[config.mk]
export PLATFORM = sky130hd
export DESIGN_NAME = system_reset_manager
export DESIGN_NICKNAME = d
export VERILOG_FILES = /design/src/shared/reset_manager_pkg.sv /design/src/rtl/pulse_stretcher.sv /design/src/rtl/unlock_guard.sv /design/src/rtl/system_reset_manager.sv
export SDC_FILE = /design/constraint.sdc
export NUM_CORES = 1
export LEC_CHECK = 0
export BUFFER_PORTS_ARGS = -buffer_cell sky130_fd_sc_hd__buf_4
export CORE_MARGIN = 2
export CORE_UTILIZATION = 35
export DETAILED_ROUTE_END_ITERATION = 8
export PLACE_DENSITY = 0.53
export SLEW_MARGIN = 20
export SYNTH_ARGS = -nofsm -noshare
export SYNTH_HDL_FRONTEND = slang
export SYNTH_SLANG_ARGS = --single-unit
[constraint.sdc]
create_clock -name mclk -period 3.2 [get_ports mclk]
set_input_delay 0.16 -clock mclk [delete_from_list [all_inputs] [get_ports mclk]]
set_output_delay 0.16 -clock mclk [all_outputs]
set_load 0.02 [all_outputs]
[src/shared/reset_manager_pkg.sv]
// constants and types shared by the reset manager design
package reset_manager_pkg;

  // ----------------------------------------------------------------
  // register map
  // ----------------------------------------------------------------
  localparam logic [7:0] cause_flags_offset  = 8'h00;
  localparam logic [7:0] soft_reset_offset   = 8'h01;
  localparam logic [7:0] guard_unlock_offset = 8'h02;
  localparam logic [7:0] io_register_key     = 8'hd8;
  localparam logic [7:0] soft_reset_reset    = 8'h00;

  // ----------------------------------------------------------------
  // field positions in reset_cause_flags, and the trigger bit of the soft reset register
  // ----------------------------------------------------------------
  localparam int power_on_bit   = 0;
  localparam int brownout_bit   = 1;
  localparam int pin_bit        = 2;
  localparam int watchdog_bit   = 3;
  localparam int software_bit   = 4;
  localparam int debug_port_bit = 5;
  localparam int flag_count     = 6;
  localparam int trigger_bit    = 0;

  // ----------------------------------------------------------------
  // timing
  // ----------------------------------------------------------------
  localparam int clock_period_ns     = 40;
  localparam int source_pulse_ns     = 50;
  localparam int source_pulse_cycles = (source_pulse_ns + clock_period_ns - 1) / clock_period_ns;
  localparam int unlock_window_cycles = 4;
  localparam int fuse_load_cycles    = 8;
  localparam int startup_unit_cycles = 64;
  localparam int init_count_width    = 12;
  localparam int pulse_count_width   = 2;
  localparam int unlock_count_width  = 3;

  typedef enum logic [3:0] {
    st_hold  = 4'b0001,
    st_fuse  = 4'b0010,
    st_delay = 4'b0100,
    st_run   = 4'b1000
  } seq_state_t;

endpackage

[src/rtl/pulse_stretcher.sv]
// stretches a one-cycle reset trigger into a pulse of fixed length
`timescale 1ns/1ns
module pulse_stretcher
  import reset_manager_pkg::*;
(
  input  wire logic mclk,
  input  wire logic rst_n,
  input  wire logic trigger,
  output logic      pulse
);

  logic [pulse_count_width-1:0] remain;

  always_ff @(posedge mclk or negedge rst_n) begin
    if (!rst_n) begin
      remain <= '0;
    end else if (trigger) begin
      remain <= pulse_count_width'(source_pulse_cycles);
    end else if (remain != '0) begin
      remain <= remain - 1'b1;
    end
  end

  assign pulse = (remain != '0);

endmodule

[src/rtl/unlock_guard.sv]
// configuration-change guard: key opens a short write window
`timescale 1ns/1ns
module unlock_guard
  import reset_manager_pkg::*;
(
  input  wire logic       mclk,
  input  wire logic       rst_n,
  input  wire logic       key_write,
  input  wire logic [7:0] key_data,
  input  wire logic       protected_write,
  output logic            unlocked
);

  logic [unlock_count_width-1:0] window;

  always_ff @(posedge mclk or negedge rst_n) begin
    if (!rst_n) begin
      window <= '0;
    end else if (key_write && key_data == io_register_key) begin
      window <= unlock_count_width'(unlock_window_cycles);
    end else if (protected_write) begin
      // one protected write consumes the window
      window <= '0;
    end else if (window != '0) begin
      window <= window - 1'b1;
    end
  end

  assign unlocked = (window != '0);

endmodule

[src/rtl/system_reset_manager.sv]
// central reset manager: source merge, init sequence, cause flags
//
// The implementer's own choice: the plain strobed port.
`timescale 1ns/1ns

module system_reset_manager
  import reset_manager_pkg::*;
(
  input  wire logic       mclk,
  input  wire logic       rst_n,
  input  wire logic [7:0] reg_addr,
  input  wire logic [7:0] reg_wdata,
  input  wire logic       reg_write,
  input  wire logic       reg_read,
  output logic      [7:0] reg_rdata,
  input  wire logic       power_on_request,
  input  wire logic       brownout_request,
  input  wire logic       reset_pin_n,
  input  wire logic       reset_pin_config,
  input  wire logic       watchdog_timeout,
  input  wire logic       debug_port_request,
  input  wire logic [2:0] startup_delay_select,
  input  wire logic       scan_source_select,
  input  wire logic       boot_memory_scan_done,
  output logic            device_reset,
  output logic            debug_port_reset,
  output logic            fuse_reload,
  output logic            boot_memory_scan_start,
  output logic            boot_complete
);

  // ----------------------------------------------------------------
  // register decode
  // ----------------------------------------------------------------
  wire hit_flags   = (reg_addr == cause_flags_offset);
  wire hit_soft    = (reg_addr == soft_reset_offset);
  wire hit_guard   = (reg_addr == guard_unlock_offset);
  wire write_flags = reg_write && hit_flags;
  wire write_soft  = reg_write && hit_soft;
  wire key_write   = reg_write && hit_guard;
  wire unlocked;

  unlock_guard guard_u (
    .mclk            (mclk),
    .rst_n           (rst_n),
    .key_write       (key_write),
    .key_data        (reg_wdata),
    .protected_write (write_soft),
    .unlocked        (unlocked)
  );

  wire soft_trigger = write_soft && unlocked && reg_wdata[trigger_bit];

  // ----------------------------------------------------------------
  // source pulses
  // ----------------------------------------------------------------
  logic watchdog_pulse;
  logic software_pulse;

  pulse_stretcher watchdog_u (
    .mclk    (mclk),
    .rst_n   (rst_n),
    .trigger (watchdog_timeout),
    .pulse   (watchdog_pulse)
  );

  pulse_stretcher software_u (
    .mclk    (mclk),
    .rst_n   (rst_n),
    .trigger (soft_trigger),
    .pulse   (software_pulse)
  );

  // ----------------------------------------------------------------
  // source merge
  // ----------------------------------------------------------------
  // pin gated by fuse
  wire pin_request    = reset_pin_config && !reset_pin_n;
  wire supply_request = power_on_request || brownout_request;
  wire [flag_count-1:0] source_vec;
  assign source_vec[power_on_bit]   = power_on_request;
  assign source_vec[brownout_bit]   = brownout_request;
  assign source_vec[pin_bit]        = pin_request;
  assign source_vec[watchdog_bit]   = watchdog_pulse || watchdog_timeout;
  assign source_vec[software_bit]   = software_pulse || soft_trigger;
  assign source_vec[debug_port_bit] = debug_port_request;
  wire any_source = |source_vec;

  // ----------------------------------------------------------------
  // initialization sequence
  // ----------------------------------------------------------------
  seq_state_t state;
  seq_state_t next_state;
  logic [init_count_width-1:0] count;
  logic [init_count_width-1:0] next_count;
  logic supply_seen;
  logic scan_running;

  wire [init_count_width-1:0] startup_cycles =
    init_count_width'(({9'h000, startup_delay_select}) * startup_unit_cycles);
  wire count_zero = (count == '0);
  wire scan_busy  = scan_source_select && !boot_memory_scan_done;

  always_comb begin
    next_state = state;
    next_count = count;
    unique case (state)
      st_hold: begin
        if (!any_source) begin
          next_state = st_fuse;
          next_count = init_count_width'(fuse_load_cycles);
        end
      end
      st_fuse: begin
        if (count_zero) begin
          next_state = st_delay;
          next_count = supply_seen ? startup_cycles : '0;
        end else begin
          next_count = count - 1'b1;
        end
      end
      st_delay: begin
        if (!count_zero) begin
          next_count = count - 1'b1;
        end else if (!scan_busy) begin
          next_state = st_run;
        end
      end
      st_run: begin
        next_state = st_run;
      end
      default: begin
        next_state = st_hold;
      end
    endcase
    if (any_source) begin
      next_state = st_hold;
    end
  end

  always_ff @(posedge mclk or negedge rst_n) begin
    if (!rst_n) begin
      state <= st_hold;
      count <= '0;
    end else begin
      state <= next_state;
      count <= next_count;
    end
  end

  // supply cause stays known until the sequence ends
  always_ff @(posedge mclk or negedge rst_n) begin
    if (!rst_n) begin
      supply_seen <= 1'b1;
    end else if (supply_request) begin
      supply_seen <= 1'b1;
    end else if (state == st_run) begin
      supply_seen <= 1'b0;
    end
  end

  always_ff @(posedge mclk or negedge rst_n) begin
    if (!rst_n) begin
      scan_running <= 1'b0;
    end else begin
      scan_running <= (next_state == st_delay) && scan_source_select;
    end
  end

  // ----------------------------------------------------------------
  // reset cause flags
  // ----------------------------------------------------------------
  logic [flag_count-1:0] cause_flags;
  logic                  boot_done;
  wire [flag_count-1:0] set_mask =
    boot_done ? source_vec : (source_vec & flag_count'(1 << power_on_bit));
  wire [flag_count-1:0] clear_mask = write_flags ? reg_wdata[flag_count-1:0] : '0;

  always_ff @(posedge mclk or negedge rst_n) begin
    if (!rst_n) begin
      cause_flags <= flag_count'(1 << power_on_bit);
    end else if (power_on_request) begin
      cause_flags <= flag_count'(1 << power_on_bit);
    end else begin
      // record source; set wins over clear
      cause_flags <= (cause_flags & ~clear_mask) | set_mask;
    end
  end

  always_ff @(posedge mclk or negedge rst_n) begin
    if (!rst_n) begin
      boot_done <= 1'b0;
    end else if (power_on_request) begin
      boot_done <= 1'b0;
    end else if (state == st_run) begin
      boot_done <= 1'b1;
    end
  end

  // ----------------------------------------------------------------
  // read port
  // ----------------------------------------------------------------
  // register map
  wire [7:0] read_mux = hit_flags ? {2'b00, cause_flags} : 8'h00;

  always_ff @(posedge mclk or negedge rst_n) begin
    if (!rst_n) begin
      reg_rdata <= 8'h00;
    end else begin
      reg_rdata <= reg_read ? read_mux : 8'h00;
    end
  end

  // ----------------------------------------------------------------
  // outputs
  // ----------------------------------------------------------------
  always_ff @(posedge mclk or negedge rst_n) begin
    if (!rst_n) begin
      device_reset           <= 1'b1;
      debug_port_reset       <= 1'b1;
      fuse_reload            <= 1'b0;
      boot_memory_scan_start <= 1'b0;
      boot_complete          <= 1'b0;
    end else begin
      device_reset           <= (next_state != st_run);
      debug_port_reset       <= supply_request;
      fuse_reload            <= (next_state == st_fuse);
      boot_memory_scan_start <= scan_running;
      boot_complete          <= (next_state == st_run);
    end
  end

endmodule

# == Word-level counts from Yosys, hierarchy flattened ==
# Index checks and enable logic that the tools add are counted.
# totals
latchBits,0
ramBits,0
memories,0
out_inout_bits,13
romBits,0
reg_bits,43
# op_classes
n_div,0
bitwise_logic,3
shift,0
eq_ne,13
magnitude_cmp,0
mux,26
n_mul,0
addsub,4
reduce_logical,27
# op_table
cell,count
$mux 12,3
$pmux 12 s3,1
$mux 6,5
$mux 4,4
$pmux 4 s4,1
$logic_not 12->1,1
$reduce_bool 2->1,6
$sub 12x1->12 const B,1
$logic_and 1x1->1,9
$mux 3,3
$mux 9,1
$reduce_bool 3->1,3
$eq 4x2->1 const B,2
$eq 4x3->1 const B,2
$eq 4x4->1 const B,2
$eq 8x1->1 const B,1
$eq 8x2->1 const B,1
$eq 8x8->1 const B,1
$logic_not 8->1,1
$mux 2,4
$and 6x6->6,1
$not 6->6,1
$or 6x6->6,1
$reduce_or 6->1,1
other kinds (9),17

# == Longest topological paths before layout ==
# Gate-level depths: netlist (run 1).
# depth
depth_word,9
depth_mapped,10

# == Modules after synthesis ==
# From an unflattened synthesis (run 1), not the netlist that was laid out.
# unflattened
cells_unflattened,228
area_unflattened_um2,2321.0
# modules_own_cells
module,cells_per_inst,n_inst,area_per_inst_um2,seq_area_each_um2
system_reset_manager,188,1,1900.6,907.1
pulse_stretcher,11,2,107.6,50.0
unlock_guard,18,1,205.2,75.1

# == Worst setup path before layout (run 1) ==
# No wires, ideal clock.
# synth_timing
kind,register to register
startpoint,register count[0]
endpoint,register count[11]
path_slack_ps,1089
path_stages_with_launch,10
required_time_ps,3068
path_buffers,1
arrival_ps,1979
setup_time_ps,132
period_less_slack_ps,2111
cell_sequence,dfrtp_1 -> inv_1 -> ha_1 -> nor3b_1 -> nand4_1 -> a21oi_1 -> buf_2 -> a31oi_1 -> o21ai_0 -> o41ai_2
# synth_via
elab_chain_cells,3
elab_cells_between_ends,7
classes_between,add/sub: 1; eq/ne: 1; mux: 3; reduce/logical: 2
# synth_rtl
element,line,source
start: declaration,system_reset_manager.sv:94,logic [init_count_width-1:0] count;
start signal: assignment,system_reset_manager.sv:147,count <= next_count;
$sub 12x1->12 / $logic_not 12->1 (equally long branches),"system_reset_manager.sv:119, system_reset_manager.sv:124, system_reset_manager.sv:101",
"$mux 12, or another cell as far along",system_reset_manager.sv:123,if (!count_zero) begin
$pmux 12 s3 / $reduce_and 3->1 (equally long branches),-,
# Several ways; a longest one is shown, not always the timed one. The select of a mux whose other input is x is not followed.
# A chain may end at the register's enable or synchronous reset.

# == Final worst setup path (run 1) ==
# layout_timing
startpoint,register count[0]
endpoint,register count[9]
# Same word-level chain as after synthesis.

==> results.py, run 1 <==
metrics = {
    "status": {
        "status": "finished clean",
    },
    "timing": {
        "hold_ws_ps": 21.2,
        "hold_viol_final": 0,
        "rsz0062_at_grt": "false",
        "timing.clock.skew_ps": 8.16,
        "max_freq_mhz": 394,
        "slew_violations": 0,
        "min_period_ps": 2540,
        "setup-violations-final": 0,
        "period_share_pct": 79.4,
        "finalSetupTns_ps": 0,
        "max-slew-margin-rel_pct": 48.7,
        "tightest_slew_ps": 759,
    },
    "power": {
        "p_leak_nw": 1.27,
        "ir_drop_mv": 0.208,
        "fin_total_pwr_mw": 1.47,
        "powerDensity_nw_per_um2": 548,
    },
    "place": {
        "place_hpwl_um": 3360,
        "portBuffers": 41,
        "place.gp.congestion": 0.786,
        "place_inst": 339,
    },
    "synth": {
        "yosysMostFrequentCell": "dfrtp_1",
        "synth_cell_type_count": 51,
        "synth-seq-cells": 43,
        "yosysSeqAreaShare_pct": 50.4,
        "synth_enable_flop_cells": 0,
        "synth-main-ff-cell": "dfrtp_1",
        "synth_commonest_cells": "38 x dfrtp_1, 24 x nor2_1, 24 x o21ai_0",
        "ys_top_cells_by_area": "dfrtp_1 44%, dfstp_2 6.1%, o21ai_0 5.6%",
        "netlist.area_leader.share_pct": 44.3,
        "synthArstFlopShare_pct": 100,
        "synth_largest_area_cell": "dfrtp_1",
        "yosys_warnings": 0,
        "synthCells": 225,
        "mappedNetlistArea_um2": 2150,
        "syn_area_per_cell_um2": 9.55,
    },
    "critical_path": {
        "cp_slowest_stage_delay_ps": 540,
        "cp.arrival_ps": 2700,
        "path_buf_inv": 1,
        "critical_path.startpoint_type": "flop",
        "timing.reg2reg.setup_slack_ps": 660,
        "path_class": "reg -> reg",
        "path_delay_family": "simple AND/OR/NAND/NOR gates",
        "required_ps": 3360,
        "path_max_fanout": 7,
        "path_cells": "inv_1 > ha_1 > nor3b_1 > and4_1 > a21oi_1 > o21ai_2 > or2_0 > o21ai_0",
        "crit_path_top_delay_cell": "nor3b_1",
        "end_kind": "flop",
    },
    "drt": {
        "final_antenna_net_count": 0,
        "firstDrtPassIters": 4,
        "vias": 1772,
        "drtIter0Drc": 78,
        "wl_per_cell_um": 12.9,
        "wirelength_um": 4490,
        "vias_per_cell": 5.09,
        "drt_drc_violations_left": 0,
    },
    "finish": {
        "layout.cells.non_filler": 348,
        "drive_above_1_share_pct": 24.5,
        "multiInputGateArea_um2": 967,
        "regArea_um2": 1080,
        "syn_to_final_growth_pct": 25.1,
        "n_antenna_cell": 0,
        "nNetsFinal": 308,
        "fin_util_pct": 45.4,
        "fill_cells": 586,
    },
    "die": {
        "die_height_um": 82.3,
        "die-area_um2": 6780,
        "core_area_um2": 5920,
        "start_util_pct": 36.3,
        "num_rows": 28,
        "io_pins": 44,
        "die_x_um": 82.3,
    },
    "cts": {
        "ctsRootBufferMaster": "clkbuf_8",
        "htreeDepth": 2,
        "ctsResizeCount": 0,
        "cts_buffers": 5,
        "clk_latency_ps": 290,
        "cts_tree": "done",
        "path_clk_slew_ps": 90,
        "cts.path.max_buffers": 2,
        "cts_sinks": 43,
    },
    "global_route": {
        "grt_max_degree": 44,
        "grt_util_all_layers_pct": 14.6,
        "grt_pass1_wl_um": 7510,
        "antenna_found_initial": 0,
        "grt_pass1_vias": 1594,
        "grt.overflow.total": 0,
    },
    "worst_hold_path": {
        "min_path_type": "in -> reg",
    },
    "flow_run": {
        "maxCapViolCount": 0,
    },
}
## cells by family after synthesis
logic type	count (synthesis)	share of synthesized area, %
multiplexers	1	0.524
other	1	0.175
AND/OR/NAND/NOR	91	23.2
AO/OA/AOI/OAI	56	16.4
flip-flops	43	50.4
adder cells (fa/ha/maj)	5	2.91
XOR/XNOR	4	1.63
buffers and inverters	24	4.78
## metrics by stage
stage	cell area, um^2	setup slack [ps]
floorplan	2150	1090
global placement	2540	779
detailed placement	2540	705
CTS	2690	667
global route	2690	409
finish	2690	660
## sequential cells by signal (all words and copies together), names as in the netlist, 2 cells and up
register           count
count                 12
watchdog_u.remain      2
cause_flags            6
state                  4
software_u.remain      2
guard_u.window         3
reg_rdata              6
## layout by cell type, fill, tap and decap left out, drive strengths merged, types with 4 or more instances in the layout
cell type  synthesis  routed
a21oi             11      11
and2               6       6
buf                6      44
clkbuf             0       5
dfrtp             38      38
dfstp              5       5
ha                 5       5
inv               18      18
nand2             22      22
nand2b             7       7
nand3              4       4
nor2              24      24
nor4               6       6
o21ai             25      25
## final cells by class
class | instances | share of cell area, %
inverters | 18 | 2.51
repair buffers | 45 | 12.7
flip-flops and latches | 43 | 40.3
well taps | 75 | 3.49
clock inverters | 3 | 2.51
clock buffers | 5 | 2.56
multi-input cells | 159 | 36.0
## power by group
group          internal [mW]  leakage [nW]  total (mW)  switching (mW)
combinational          0.151         0.637       0.341           0.191
clock                  0.311        0.0644       0.501           0.189
sequential             0.598         0.567       0.631          0.0324
total                   1.06          1.27        1.47           0.412
## worst reg2reg max path, cell delays in order, from the launching register on
cell	delay, ps
dfrtp_1	440
inv_1	80
ha_1	180
nor3b_1	540
and4_1	430
a21oi_1	120
o21ai_2	100
or2_0	360
o21ai_0	170
## what timing repair did
item	4_1_cts	5_1_grt
endpoints found under the hold margin	38	0
hold buffers	1	0
setup buffers	0	0
## path summary, 6_finish.rpt
| path | end | depth (start not counted) | from |
|---|---|---|---|
| worst max-delay path | count[9] | 8 | count[0] |
| worst min-delay path | watchdog_u.remain[0] | 2 | watchdog_timeout |
| worst max register to register | count[9] | 8 | count[0] |
| worst min register to register | boot_memory_scan_start | 0 | scan_running |
| max in group asynchronous | device_reset | 2 | rst_n |
| min in group asynchronous | reg_rdata[1] | 2 | rst_n |
## routing by layer
layer,track usage [%],share of wire (%),vias to the layer above
met3,3.91,7.4,9
met1,20.1,47,828
met5,0,0,-
met2,22.1,44,54
li1,-,-,881
met4,5.33,1.6,0
No activity file was read; power rests on OpenSTA's default activity.
==> inputs of run 2 (changes only) <==
==> constraint.sdc (replaced) <==
create_clock -name mclk -period 2.39 [get_ports mclk]
set_input_delay 0.1195 -clock mclk [delete_from_list [all_inputs] [get_ports mclk]]
set_output_delay 0.1195 -clock mclk [all_outputs]
set_load 0.02 [all_outputs]
==> run 2 against run 1 <==
Routed wire length rose by 4.9%. Total power is 32% higher. Via count grew 0.28%. Worst setup slack got worse by 360 ps. Clock power increased by 18%. Sequential power up 34%. First-iteration DRC count fell by 19%. Die area did not move. Global-route usage rose by 0.45 points. Non-clock buffer count rose by 7. Critical endpoint is now count[11]. Largest power group unchanged.
==> results.py, run 2 (synthesis results as in run 1) <==
metrics = {
    "timing": {
        "period_share_pct": 87.4,
        "rsz0062_at_grt": "false",
        "worst_slack_ps": 301,
        "min_period_ps": 2090,
        "hold_viol_final": 0,
        "timing.clock.skew_ps": 3.59,
        "setup-violations-final": 0,
        "finalSetupTns_ps": 0,
        "max_freq_mhz": 479,
        "hold_ws_ps": 39.9,
        "slew_violations": 0,
        "tightest_slew_ps": 582,
        "max-slew-margin-rel_pct": 61.1,
    },
    "drt": {
        "firstDrtPassIters": 5,
        "drt_drc_violations_left": 0,
        "vias": 1777,
        "final_antenna_net_count": 0,
        "vias_per_cell": 5.01,
        "drtIter0Drc": 63,
        "wirelength_um": 4710,
        "wl_per_cell_um": 13.3,
    },
    "place": {
        "place_ws_ps": 282,
        "place_area_um2": 2590,
        "place.gp.congestion": 0.762,
        "portBuffers": 41,
        "place_inst": 345,
        "place_hpwl_um": 3370,
    },
    "critical_path": {
        "cp_slowest_stage_delay_ps": 400,
        "cp.arrival_ps": 2290,
        "crit_path_top_delay_cell": "dfrtp_1",
        "end_kind": "flop",
        "reg2reg_to": "count[11]",
        "path_max_fanout": 7,
        "reg2reg_from": "watchdog_u.remain[0]",
        "path_cells": "inv_1 > ha_1 > nand2b_1 > nor4_2 > o211a_1 > o21ai_2 > or2_0 > o41ai_2",
        "path_class": "reg -> reg",
        "timing.reg2reg.setup_slack_ps": 300,
        "critical_path.startpoint_type": "flop",
        "reg2reg_depth": 8,
        "required_ps": 2590,
    },
    "finish": {
        "nNetsFinal": 315,
        "layout_common_cells": "50 x buf_4, 38 x dfrtp_1, 24 x nor2_1, 24 x o21ai_0, 22 x nand2_1",
        "layout_commonest_cell": "buf_4",
        "final_area_um2": 2720,
        "reg_top3": "count (12), cause_flags (6), reg_rdata (6)",
        "fill_cells": 585,
        "multiInputGateArea_um2": 967,
        "regArea_um2": 1080,
        "regMostFlops": "count",
        "n_antenna_cell": 0,
        "layout.cells.non_filler": 355,
        "syn_to_final_growth_pct": 26.8,
        "fin_util_pct": 46.0,
        "drive_above_1_share_pct": 26.1,
        "largest_reg_flops": 12,
    },
    "cts": {
        "ctsRootBufferMaster": "clkbuf_8",
        "clk_latency_ps": 290,
        "cts.path.max_buffers": 2,
        "cts_tree": "done",
        "ctsResizeCount": 0,
        "cts_buffers": 5,
        "htreeDepth": 2,
        "cts_sinks": 43,
        "hold_buffers": 2,
        "path_clk_slew_ps": 80,
        "post_cts_buffers": 0,
    },
    "worst_hold_path": {
        "min_path_type": "in -> reg",
        "hold_path_depth": 2,
        "worst_hold_startpoint": "power_on_request",
        "min_to": "cause_flags[2]",
    },
    "global_route": {
        "grt_max_degree": 44,
        "grt_util_all_layers_pct": 15.1,
        "grt_pass1_vias": 1688,
        "antenna_found_initial": 0,
        "grt_pass1_wl_um": 7740,
        "grt.overflow.total": 0,
    },
    "die": {
        "start_util_pct": 36.3,
        "io_pins": 44,
        "core_area_um2": 5920,
        "die_x_um": 82.3,
        "num_rows": 28,
        "die_height_um": 82.3,
        "die-area_um2": 6780,
    },
    "power": {
        "ir_drop_mv": 0.337,
        "fin_total_pwr_mw": 1.94,
        "p_leak_nw": 1.30,
        "powerDensity_nw_per_um2": 713,
    },
    "status": {
        "status": "finished clean",
    },
    "flow_run": {
        "maxCapViolCount": 0,
    },
}
-- run 2: cell types whose count changed in the layout (fill, tap and decap cells not counted) --
cell | before | now
bufinv_16 | 2 | 1
dlygate4sd3_1 | 1 | 2
clkinv_2 | 0 | 1
clkinvlp_4 | 1 | 0
clkbuf_8 | 5 | 6
buf_4 | 44 | 50
-- run 2: cell type report --
cell class | instances | share of cell area (%)
tap | 75 | 3.45
timing repair buffer | 52 | 14.5
sequential | 43 | 39.7
clock buffer | 6 | 3.03
clock inverter | 2 | 1.29
inverter | 18 | 2.48
multi-input combinational | 159 | 35.5
-- run 2: worst max-delay path by stage --
stage | startpoint | to | slack (ps) | cells past startpoint
after global placement | watchdog_u.remain[0] | count[10] | 300 | 8
after detailed placement | watchdog_u.remain[0] | count[11] | 280 | 8
after CTS | watchdog_u.remain[0] | count[11] | 260 | 8
after global routing | watchdog_u.remain[0] | count[11] | 30 | 8
final | watchdog_u.remain[0] | count[11] | 300 | 8
after floorplan | count[0] | count[11] | 280 | 9
-- run 2: worst max-delay path, delay by kind of cell (launching register included) --
family / cells / cell delay (ps)
simple gates: 3 / 700
compound gates: 3 / 620
flops: 1 / 400
fa+ha+maj: 1 / 220
buf+inv: 1 / 60
-- run 2: routing by layer --
metal  track usage, %  wire, um
met4             6.00        50
met1             20.5      2230
met5                0         0
met3             4.13       367
met2             22.7      2060
-- run 2: where the power goes --
| group | switching [mW] | total [mW] | internal, mW |
|---|---|---|---|
| Combinational | 0.265 | 0.507 | 0.241 |
| Clock | 0.253 | 0.591 | 0.338 |
| Sequential | 0.0427 | 0.844 | 0.801 |
